--- src/logic/alu_pkg.sv ---
// Purpose: shared types and constants for the rotate/subtract/xor/swap datapath
// Assumes: one core clock, decoder hands over one instruction per request
// Notes: summary of operation follows
// Summary of operation
// - rotate right moves the old carry into bit 7 and bit 0 into carry, no other flag moves.
// - on file-register forms, select 0 returns the result to the accumulator, 1 to the file.
// - literal minus accumulator goes to the accumulator, carry and low nibble flag mean no borrow.
// - file minus accumulator is routed by the select and sets carry, low nibble flag and zero.
// - literal xor accumulator goes to the accumulator and touches only the zero flag.
// - file xor accumulator is routed by the select and touches only the zero flag.
// - nibble exchange swaps the two halves of the file value, routed by select, no flag moves.
`default_nettype none
package alu_pkg;

  localparam int DATA_W = 8;
  localparam int NIB_W  = 4;
  localparam int ADDR_W = 7;

  localparam logic [DATA_W-1:0] ACC_RST    = 8'h00;
  localparam logic              FLAG_RST   = 1'b0;
  localparam logic              DEST_ACC   = 1'b0;
  localparam logic              DEST_FILE  = 1'b1;

  typedef enum logic [2:0] {
    OP_ROTATE_RIGHT_THRU_BIT = 3'b000,
    OP_LITERAL_MINUS_ACC     = 3'b001,
    OP_FILE_MINUS_ACC        = 3'b010,
    OP_XOR_LITERAL_ACC       = 3'b011,
    OP_XOR_FILE_ACC          = 3'b100,
    OP_NIBBLE_EXCHANGE       = 3'b101
  } op_e;

  typedef struct packed {
    logic              valid;
    op_e               op;
    logic [DATA_W-1:0] literal;
    logic [DATA_W-1:0] fileValue;
    logic [ADDR_W-1:0] fileAddr;
    logic              destSel;
  } req_s;

  typedef struct packed {
    logic carry;
    logic lowNibbleFlag;
    logic zero;
  } flags_s;

  typedef struct packed {
    logic [DATA_W-1:0] result;
    flags_s            flags;
    logic              affectCarry;
    logic              affectLowNibble;
    logic              affectZero;
    logic              fileForm;
    logic              known;
  } calc_s;

  typedef struct packed {
    logic              we;
    logic [ADDR_W-1:0] addr;
    logic [DATA_W-1:0] data;
  } wb_s;

endpackage : alu_pkg
`default_nettype wire

--- src/logic/alu_compute.sv ---
// Purpose: combinational result and flag generation for one instruction
// Assumes: operands already selected by the decoder
// Notes: subtraction uses the carry out of a + ~b + 1 as the no-borrow flag
`timescale 1ns/1ps
`default_nettype none
module alu_compute
  import alu_pkg::*;
(
  input  wire op_e               op,
  input  wire logic [DATA_W-1:0] literal,
  input  wire logic [DATA_W-1:0] fileValue,
  input  wire logic [DATA_W-1:0] acc,
  input  wire logic              carryIn,
  output calc_s                  calc
);

  logic [DATA_W-1:0] minuend;
  logic [DATA_W:0]   diffFull;
  logic [NIB_W:0]    diffLow;

  // literal form picks the immediate, file form the register value
  assign minuend  = (op == OP_LITERAL_MINUS_ACC) ? literal : fileValue;
  assign diffFull = {1'b0, minuend} + {1'b0, ~acc} + 9'h001;
  assign diffLow  = {1'b0, minuend[NIB_W-1:0]} + {1'b0, ~acc[NIB_W-1:0]} + 5'h01;

  always_comb begin
    calc                 = '0;
    calc.flags.carry     = carryIn;
    case (op)
      OP_ROTATE_RIGHT_THRU_BIT: begin
        calc.result      = {carryIn, fileValue[DATA_W-1:1]};
        calc.flags.carry = fileValue[0];
        calc.affectCarry = 1'b1;
        calc.fileForm    = 1'b1;
        calc.known       = 1'b1;
      end
      OP_LITERAL_MINUS_ACC, OP_FILE_MINUS_ACC: begin
        calc.result              = diffFull[DATA_W-1:0];
        calc.flags.carry         = diffFull[DATA_W];
        calc.flags.lowNibbleFlag = diffLow[NIB_W];
        calc.affectCarry         = 1'b1;
        calc.affectLowNibble     = 1'b1;
        calc.affectZero          = 1'b1;
        calc.fileForm            = (op == OP_FILE_MINUS_ACC);
        calc.known               = 1'b1;
      end
      OP_XOR_LITERAL_ACC: begin
        calc.result     = acc ^ literal;
        calc.affectZero = 1'b1;
        calc.known      = 1'b1;
      end
      OP_XOR_FILE_ACC: begin
        calc.result     = acc ^ fileValue;
        calc.affectZero = 1'b1;
        calc.fileForm   = 1'b1;
        calc.known      = 1'b1;
      end
      OP_NIBBLE_EXCHANGE: begin
        calc.result   = {fileValue[NIB_W-1:0], fileValue[DATA_W-1:NIB_W]};
        calc.fileForm = 1'b1;
        calc.known    = 1'b1;
      end
      default: begin
        calc.known = 1'b0;
      end
    endcase
    calc.flags.zero = (calc.result == '0);
  end

endmodule : alu_compute
`default_nettype wire

--- src/logic/rotate_subtract_xor_swap_alu.sv ---
// Purpose: execute stage for rotate, subtract, xor and nibble exchange
// Assumes: register file applies the write-back before the next dependent read
// Notes: accumulator and status flags live here; results land one edge after the request
`timescale 1ns/1ps
`default_nettype none
module rotate_subtract_xor_swap_alu
  import alu_pkg::*;
(
  input  wire logic              clock,
  input  wire logic              rst,
  input  wire req_s              req,
  output logic [DATA_W-1:0]      accQ,
  output flags_s                 flagsQ,
  output logic [DATA_W-1:0]      resultQ,
  output wb_s                    wbQ,
  output logic                   doneQ,
  output logic                   illegalQ
);

  calc_s calc;
  logic  take;
  logic  toFile;

  alu_compute u_compute (
    .op        (req.op),
    .literal   (req.literal),
    .fileValue (req.fileValue),
    .acc       (accQ),
    .carryIn   (flagsQ.carry),
    .calc      (calc)
  );

  assign take   = req.valid && calc.known;
  // literal forms ignore the select bit, so a stray 1 cannot write the file
  assign toFile = calc.fileForm && (req.destSel == DEST_FILE);

  // accumulator update
  always_ff @(posedge clock or posedge rst) begin
    if (rst) begin
      accQ <= ACC_RST;
    end else if (take && !toFile) begin
      accQ <= calc.result;
    end
  end

  // status flags, only the affected subset moves
  always_ff @(posedge clock or posedge rst) begin
    if (rst) begin
      flagsQ <= '{carry: FLAG_RST, lowNibbleFlag: FLAG_RST, zero: FLAG_RST};
    end else if (take) begin
      if (calc.affectCarry) begin
        flagsQ.carry <= calc.flags.carry;
      end
      if (calc.affectLowNibble) begin
        flagsQ.lowNibbleFlag <= calc.flags.lowNibbleFlag;
      end
      if (calc.affectZero) begin
        flagsQ.zero <= calc.flags.zero;
      end
    end
  end

  // file write-back, a one-cycle strobe
  always_ff @(posedge clock or posedge rst) begin
    if (rst) begin
      wbQ <= '0;
    end else begin
      wbQ.we <= take && toFile;
      if (take) begin
        wbQ.addr <= req.fileAddr;
        wbQ.data <= calc.result;
      end
    end
  end

  // result and completion
  always_ff @(posedge clock or posedge rst) begin
    if (rst) begin
      resultQ  <= '0;
      doneQ    <= 1'b0;
      illegalQ <= 1'b0;
    end else begin
      doneQ    <= take;
      illegalQ <= req.valid && !calc.known;
      if (take) begin
        resultQ <= calc.result;
      end
    end
  end

  // checks
  property p_rotate;
    @(posedge clock) disable iff (rst)
    (req.valid && req.op == OP_ROTATE_RIGHT_THRU_BIT) |=>
      (resultQ == {$past(flagsQ.carry), $past(req.fileValue[DATA_W-1:1])})
      && (flagsQ.carry == $past(req.fileValue[0]))
      && $stable(flagsQ.zero) && $stable(flagsQ.lowNibbleFlag);
  endproperty
  a_rotate: assert property (p_rotate) else $error("rotate result or flags wrong");

  property p_dest_acc;
    @(posedge clock) disable iff (rst)
    (take && calc.fileForm && req.destSel == DEST_ACC) |=>
      !wbQ.we && (accQ == resultQ);
  endproperty
  a_dest_acc: assert property (p_dest_acc) else $error("select 0 did not go to acc");

  property p_dest_file;
    @(posedge clock) disable iff (rst)
    (take && calc.fileForm && req.destSel == DEST_FILE) |=>
      wbQ.we && (wbQ.addr == $past(req.fileAddr)) && (wbQ.data == resultQ)
      && $stable(accQ) ##1 !wbQ.we || $past(req.valid);
  endproperty
  a_dest_file: assert property (p_dest_file) else $error("select 1 did not write file");

  property p_lit_sub;
    @(posedge clock) disable iff (rst)
    (req.valid && req.op == OP_LITERAL_MINUS_ACC) |=>
      (accQ == 8'($past(req.literal) - $past(accQ)))
      && (flagsQ.carry == ($past(accQ) <= $past(req.literal)))
      && (flagsQ.lowNibbleFlag == ($past(accQ[NIB_W-1:0]) <= $past(req.literal[NIB_W-1:0])))
      && !wbQ.we;
  endproperty
  a_lit_sub: assert property (p_lit_sub) else $error("literal subtract wrong");

  property p_file_sub;
    @(posedge clock) disable iff (rst)
    (req.valid && req.op == OP_FILE_MINUS_ACC) |=>
      (resultQ == 8'($past(req.fileValue) - $past(accQ)))
      && (flagsQ.carry == ($past(accQ) <= $past(req.fileValue)))
      && (flagsQ.lowNibbleFlag == ($past(accQ[NIB_W-1:0]) <= $past(req.fileValue[NIB_W-1:0])))
      && (flagsQ.zero == ($past(req.fileValue) == $past(accQ)));
  endproperty
  a_file_sub: assert property (p_file_sub) else $error("file subtract wrong");

  property p_lit_xor;
    @(posedge clock) disable iff (rst)
    (req.valid && req.op == OP_XOR_LITERAL_ACC) |=>
      (accQ == ($past(accQ) ^ $past(req.literal)))
      && $stable(flagsQ.carry) && $stable(flagsQ.lowNibbleFlag) && !wbQ.we;
  endproperty
  a_lit_xor: assert property (p_lit_xor) else $error("literal xor wrong");

  property p_file_xor;
    @(posedge clock) disable iff (rst)
    (req.valid && req.op == OP_XOR_FILE_ACC) |=>
      (resultQ == ($past(accQ) ^ $past(req.fileValue)))
      && $stable(flagsQ.carry) && $stable(flagsQ.lowNibbleFlag);
  endproperty
  a_file_xor: assert property (p_file_xor) else $error("file xor wrong");

  property p_swap;
    @(posedge clock) disable iff (rst)
    (req.valid && req.op == OP_NIBBLE_EXCHANGE) |=>
      (resultQ == {$past(req.fileValue[NIB_W-1:0]), $past(req.fileValue[DATA_W-1:NIB_W])})
      && $stable(flagsQ);
  endproperty
  a_swap: assert property (p_swap) else $error("nibble exchange wrong");

  property p_zero;
    @(posedge clock) disable iff (rst)
    (take && calc.affectZero) |=> doneQ && (flagsQ.zero == (resultQ == '0));
  endproperty
  a_zero: assert property (p_zero) else $error("zero flag disagrees with result");

  property p_idle;
    @(posedge clock) disable iff (rst)
    !req.valid |=> !wbQ.we && !doneQ && $stable(accQ) && $stable(flagsQ);
  endproperty
  a_idle: assert property (p_idle) else $error("state moved without a request");

  // an unknown code must leave every architectural register alone
  property p_illegal;
    @(posedge clock) disable iff (rst)
    (req.valid && !calc.known) |=>
      illegalQ && !doneQ && !wbQ.we
      && $stable(accQ) && $stable(flagsQ) && $stable(resultQ);
  endproperty
  a_illegal: assert property (p_illegal) else $error("unknown op changed state");

  property p_legal_done;
    @(posedge clock) disable iff (rst)
    (req.valid && calc.known) |=> doneQ && !illegalQ;
  endproperty
  a_legal_done: assert property (p_legal_done) else $error("legal op did not complete");

  property p_lit_ignore_sel;
    @(posedge clock) disable iff (rst)
    (take && !calc.fileForm && req.destSel == DEST_FILE) |=>
      !wbQ.we && (accQ == resultQ);
  endproperty
  a_lit_ignore_sel: assert property (p_lit_ignore_sel) else $error("literal op wrote the file");

  property p_rotate_file;
    @(posedge clock) disable iff (rst)
    (take && req.op == OP_ROTATE_RIGHT_THRU_BIT && req.destSel == DEST_FILE) |=>
      wbQ.we && (wbQ.data == resultQ) && $stable(accQ)
      && (flagsQ.carry == $past(req.fileValue[0]));
  endproperty
  a_rotate_file: assert property (p_rotate_file) else $error("rotate to file wrong");

  // resultQ and the write-back word are levels that the decoder may read late
  property p_hold;
    @(posedge clock) disable iff (rst)
    !take |=> $stable(resultQ) && $stable(wbQ.addr) && $stable(wbQ.data);
  endproperty
  a_hold: assert property (p_hold) else $error("result moved without an accepted op");

  property p_file_sub_acc;
    @(posedge clock) disable iff (rst)
    (take && req.op == OP_FILE_MINUS_ACC && req.destSel == DEST_ACC) |=>
      !wbQ.we && (accQ == 8'($past(req.fileValue) - $past(accQ)));
  endproperty
  a_file_sub_acc: assert property (p_file_sub_acc) else $error("file subtract to acc wrong");

  property p_swap_file;
    @(posedge clock) disable iff (rst)
    (take && req.op == OP_NIBBLE_EXCHANGE && req.destSel == DEST_FILE) |=>
      wbQ.we && $stable(accQ)
      && (wbQ.data == {$past(req.fileValue[NIB_W-1:0]), $past(req.fileValue[DATA_W-1:NIB_W])});
  endproperty
  a_swap_file: assert property (p_swap_file) else $error("nibble exchange to file wrong");

endmodule : rotate_subtract_xor_swap_alu
`default_nettype wire

--- config.mk ---
export PLATFORM = sky130hd
export DESIGN_NAME = rotate_subtract_xor_swap_alu
export DESIGN_NICKNAME = d
export VERILOG_FILES = /design/src/logic/alu_pkg.sv /design/src/logic/alu_compute.sv /design/src/logic/rotate_subtract_xor_swap_alu.sv
export SDC_FILE = /design/constraint.sdc
export NUM_CORES = 1
export LEC_CHECK = 0
export ABC_AREA = 1
export BUFFER_PORTS_ARGS = -buffer_cell sky130_fd_sc_hd__buf_2
export CAP_MARGIN = 10
export CORE_AREA = 2 2 78 80
export CTS_CLUSTER_DIAMETER = 120
export DETAILED_ROUTE_END_ITERATION = 7
export DIE_AREA = 0 0 80 82
export GPL_TIMING_DRIVEN = 0
export PLACE_DENSITY = 0.59
export SYNTH_ARGS = -nofsm -noshare
export SYNTH_HDL_FRONTEND = slang
export SYNTH_SLANG_ARGS = --single-unit
--- constraint.sdc ---
create_clock -name clock -period 2.1 [get_ports clock]
set_input_delay 0.105 -clock clock [delete_from_list [all_inputs] [get_ports clock]]
set_output_delay 0.105 -clock clock [all_outputs]
set_load 0.01 [all_outputs]
==> run summary <==
RUN STATUS
--------------------------------------------------------------------------------
Status                                                              complete, no violations

LAYOUT
--------------------------------------------------------------------------------
FILL cells                                                                   624
Post-route standard cell area excluding fillers                     0.00287 sq mm
Area growth, synth to finish                                               30.2%
Final Instance Count excl. Fillers                                           488
Core utilization of the finished layout                                    49.9%
Total number of nets in the final design                                     452
Fraction of final layout cells with drive strength greater than 1          27.6%
ANT cells                                                                      0

SYNTH
--------------------------------------------------------------------------------
Number of synthesis warnings                                                   0
Post-Syn Nets                                                                373
Share of async-settable or async-resettable flops after synthesis           100%
Average cell area after synthesis                                     6.61 sq um
Synthesized netlist cell count                                               333
Most common cell in the netlist                                     sky130_fd_sc_hd__nand2_1
Post-synthesis register bit count                                             29
Distinct cell type count of the synthesized netlist                           30
Top cell types by occurrence after synthesis                        sky130_fd_sc_hd__nand2_1, sky130_fd_sc_hd__inv_1, sky130_fd_sc_hd__nand3_1
Area contributors post-synth                                        sky130_fd_sc_hd__dfrtp_1, sky130_fd_sc_hd__nand2_1, sky130_fd_sc_hd__nand3_1
EDFF count, synth                                                              0
Share of the synthesized area in the top cell type                         33.0%
Sequential fraction of the synthesis area                                  33.0%
Biggest area consumer among synthesized cells                       sky130_fd_sc_hd__dfrtp_1
Netlist Area Pre-Place                                              0.00220 sq mm
Most common flop cell mapped by yosys                               sky130_fd_sc_hd__dfrtp_1

PLACE
--------------------------------------------------------------------------------
Dpl hpwl                                                                 4840 um
Placed instance area                                                0.00262 sq mm
Placer Congestion                                                          0.892
Placed Cells                                                                 473
Number of I/O port buffers                                                    65

FLOORPLAN
--------------------------------------------------------------------------------
Vert. Die Dim                                                              82 um
Row count                                                                     28
Boundary pin count                                                            67
Die Width                                                                  80 um
Core box area                                                       0.00575 sq mm
Floorplan die area                                                  0.00656 sq mm
Initial standard-cell utilization of the core                              38.3%

CTS
--------------------------------------------------------------------------------
Number of sinks driven by the clock tree                                      29
Clock tree from TritonCTS                                                    yes
Clock-pin transition on the worst setup and hold timing paths            0.07 ns
Cell chosen for the clock root                                      sky130_fd_sc_hd__clkbuf_8
Skew-Pair Late Insertion Delay                                           0.29 ns
H-tree depth                                                                   2
Number of buffers inserted during clock tree synthesis                         5
Bufs on Longest Clock Path                                                     2

TIMING
--------------------------------------------------------------------------------
Final worst hold slack                                                 0.0104 ns
Highest Clock Rate                                                     0.494 GHz
Post-layout min period                                                   2.02 ns
Final setup violation count                                                    0
Clock Skew                                                            0.00901 ns
Max-Slew Margin vs Limit                                                   65.8%
Final-report max-slew violation count                                          0
Pin slew with the least headroom to its limit                           0.513 ns
Final period util                                                          96.3%
Number of hold-slack violations in the final timing report                     0

DRT
--------------------------------------------------------------------------------
Iteration-0 DRC count of the detailed router                                 154
Residual antenna-violating net count after detailed routing                    0
Via density per instance                                                    4.84
Total iterations of the first detailed-routing run                             5
Average wire length per cell after detail routing                        13.1 um
Vias                                                                        2362
WL final                                                                 6400 um
Drc violations                                                                 0

SETUP PATH
--------------------------------------------------------------------------------
CP delay by family, top                                             simple AND/OR/NAND/NOR gates
Cells along the critical path                                       clkbuf_4 > inv_2 > nor2_4 > nand2_4 > mux2i_4 > ha_2 > inv_1 > fa_2 > nand2_1 > nand2_1 > nand2_2 > nand2_1 > nand3_1 > nand2_1 > nor2_2 > nand2_1 > nor2_2 > nand3_1 > nand2_1
Largest stage delay on the critical path                                 0.34 ns
Buf+Inv Stages, Crit Path                                                      3
Critical Path RT                                                         2.33 ns
Cell mode on critical path                                          sky130_fd_sc_hd__nand2_1
Data arrival time at the worst-slack endpoint                            2.26 ns
Crit-path slowest cell                                              sky130_fd_sc_hd__fa_2
Capturing element type of the critical path                                 flop
Origin of the critical flop-to-flop path                                 accQ[0]
Worst setup path category                                              in -> reg
Kind of start point of the critical path                              input port
Crit path max fanout                                                           6
Launch point of the critical path                                        req[24]

POWER
--------------------------------------------------------------------------------
Power density relative to cell area                                  823 mW/mm^2
Maximum VDD drop                                                      0.000446 V
Leakage                                                                  1.63 nW
Total Power Consumption                                                0.00236 W

GLOBAL ROUTING
--------------------------------------------------------------------------------
Pin count of the biggest net entering global routing                          30
Overall track demand over capacity in global routing                       20.0%
Antenna violations before repair                                               0
Remaining global-route overflow                                                0
Global-route wire length before repair                                  10100 um
Number of global-route vias before repair                                   2218

MIN PATH
--------------------------------------------------------------------------------
Worst Hold Launch                                                         req[3]
Path class of the lowest-slack min-delay path                          in -> reg

JOB
--------------------------------------------------------------------------------
Max-cap violations                                                             0

[cells by family after synthesis]
logic type                 count (synthesis)  share of synthesized area, %
buffers and inverters                     68                          13.9
muxes                                      2                         0.966
xor gates and xnor gates                   1                         0.398
adders and majority gates                 10                          6.02
AOI/OAI and AO/OA                         40                          10.1
and+or+nand+nor                          183                          35.7
DFF                                       29                          33.0
[path summary, 6_finish.rpt]
path / slack (ns) / cells past startpoint / end
setup / recovery: 0.08 / 19 / flagsQ[0]
hold / removal: 0.01 / 3 / wbQ[10]
setup reg to reg: 0.12 / 14 / flagsQ[0]
hold reg to reg: 0.48 / 2 / wbQ[10]
max in group asynchronous: 1.29 / 4 / wbQ[9]
min in group asynchronous: 0.35 / 3 / resultQ[2]
[metrics by stage]
| stage | setup TNS (ns) | worst slack [ns] |
|---|---|---|
| floorplan | 0 | 0.0295 |
| global placement | -2.82 | -0.463 |
| detailed placement | -3.36 | -0.487 |
| CTS | 0 | 0.0400 |
| global route | -0.0211 | -0.0211 |
| finish | 0 | 0.0774 |
[worst reg2reg max path, stage by stage (launching register included)]
cell and delay (ns):
sky130_fd_sc_hd__dfrtp_2 0.42, sky130_fd_sc_hd__ha_2 0.19, sky130_fd_sc_hd__inv_1 0.05, sky130_fd_sc_hd__fa_2 0.34, sky130_fd_sc_hd__nand2_1 0.07, sky130_fd_sc_hd__nand2_1 0.11
sky130_fd_sc_hd__nand2_2 0.10, sky130_fd_sc_hd__nand2_1 0.05, sky130_fd_sc_hd__nand3_1 0.06, sky130_fd_sc_hd__nand2_1 0.08, sky130_fd_sc_hd__nor2_2 0.11, sky130_fd_sc_hd__nand2_1 0.07
sky130_fd_sc_hd__nor2_2 0.14, sky130_fd_sc_hd__nand3_1 0.08, sky130_fd_sc_hd__nand2_1 0.06
[layer usage]
layer	GRT usage [%]	wire, um	vias up
met5	0	0	-
met4	6.95	82	0
met3	3.96	396	9
met2	32.9	3010	74
met1	26.4	2910	1074
li1	-	-	1205
[timing repair]
item	CTS	global route
hold buffers	1	1
pin swaps	1	1
resized for setup	6	8
setup buffers	2	2
endpoints found under the hold margin	1	8
endpoints found under the setup margin	1	6
gates cloned	0	0
[registers in the layout, indices dropped and copies added (netlist names)]
register / count
doneQ: 1
illegalQ: 1
accQ: 8
resultQ: 8
wbQ: 8
flagsQ: 3
[where the power goes]
part / internal [W] / switching, W / total (W)
combinational: 0.000411 / 0.000583 / 0.000994
clock: 0.000387 / 0.000241 / 0.000628
sequential: 0.000663 / 0.0000747 / 0.000738
total: 0.00146 / 0.000899 / 0.00236
[final cells by class]
cell class              count  area (sq um)  area share [%]
multi-input cells         236          1210            42.2
flip-flops and latches     29           727            25.4
repair buffers             72           405            14.1
inverters                  50           188            6.55
plain buffers              18           128            4.45
well taps                  75          93.8            3.27
clock buffers               7          86.3            3.01
clock inverters             1          30.0            1.05
[placed cells by master (no fill, tap or decap), types with 2 or more instances in the layout]
master                          count
sky130_fd_sc_hd__nand2_1          105
sky130_fd_sc_hd__inv_2              4
sky130_fd_sc_hd__buf_4             15
sky130_fd_sc_hd__nand4_1            2
sky130_fd_sc_hd__inv_1             46
sky130_fd_sc_hd__nand2_2            4
sky130_fd_sc_hd__nand3_2            3
sky130_fd_sc_hd__nand3_1           41
sky130_fd_sc_hd__clkbuf_1           5
sky130_fd_sc_hd__o21ai_0           19
sky130_fd_sc_hd__clkbuf_8           7
sky130_fd_sc_hd__dlygate4sd3_1      2
sky130_fd_sc_hd__o22ai_1            5
sky130_fd_sc_hd__dfrtp_1           28
sky130_fd_sc_hd__nand2_4            2
sky130_fd_sc_hd__buf_2             65
sky130_fd_sc_hd__o21ai_1            2
sky130_fd_sc_hd__a21oi_1           11
sky130_fd_sc_hd__nor2_2             3
sky130_fd_sc_hd__ha_1               8
sky130_fd_sc_hd__nor2_1            20
Power figures use the tool's default switching activity.
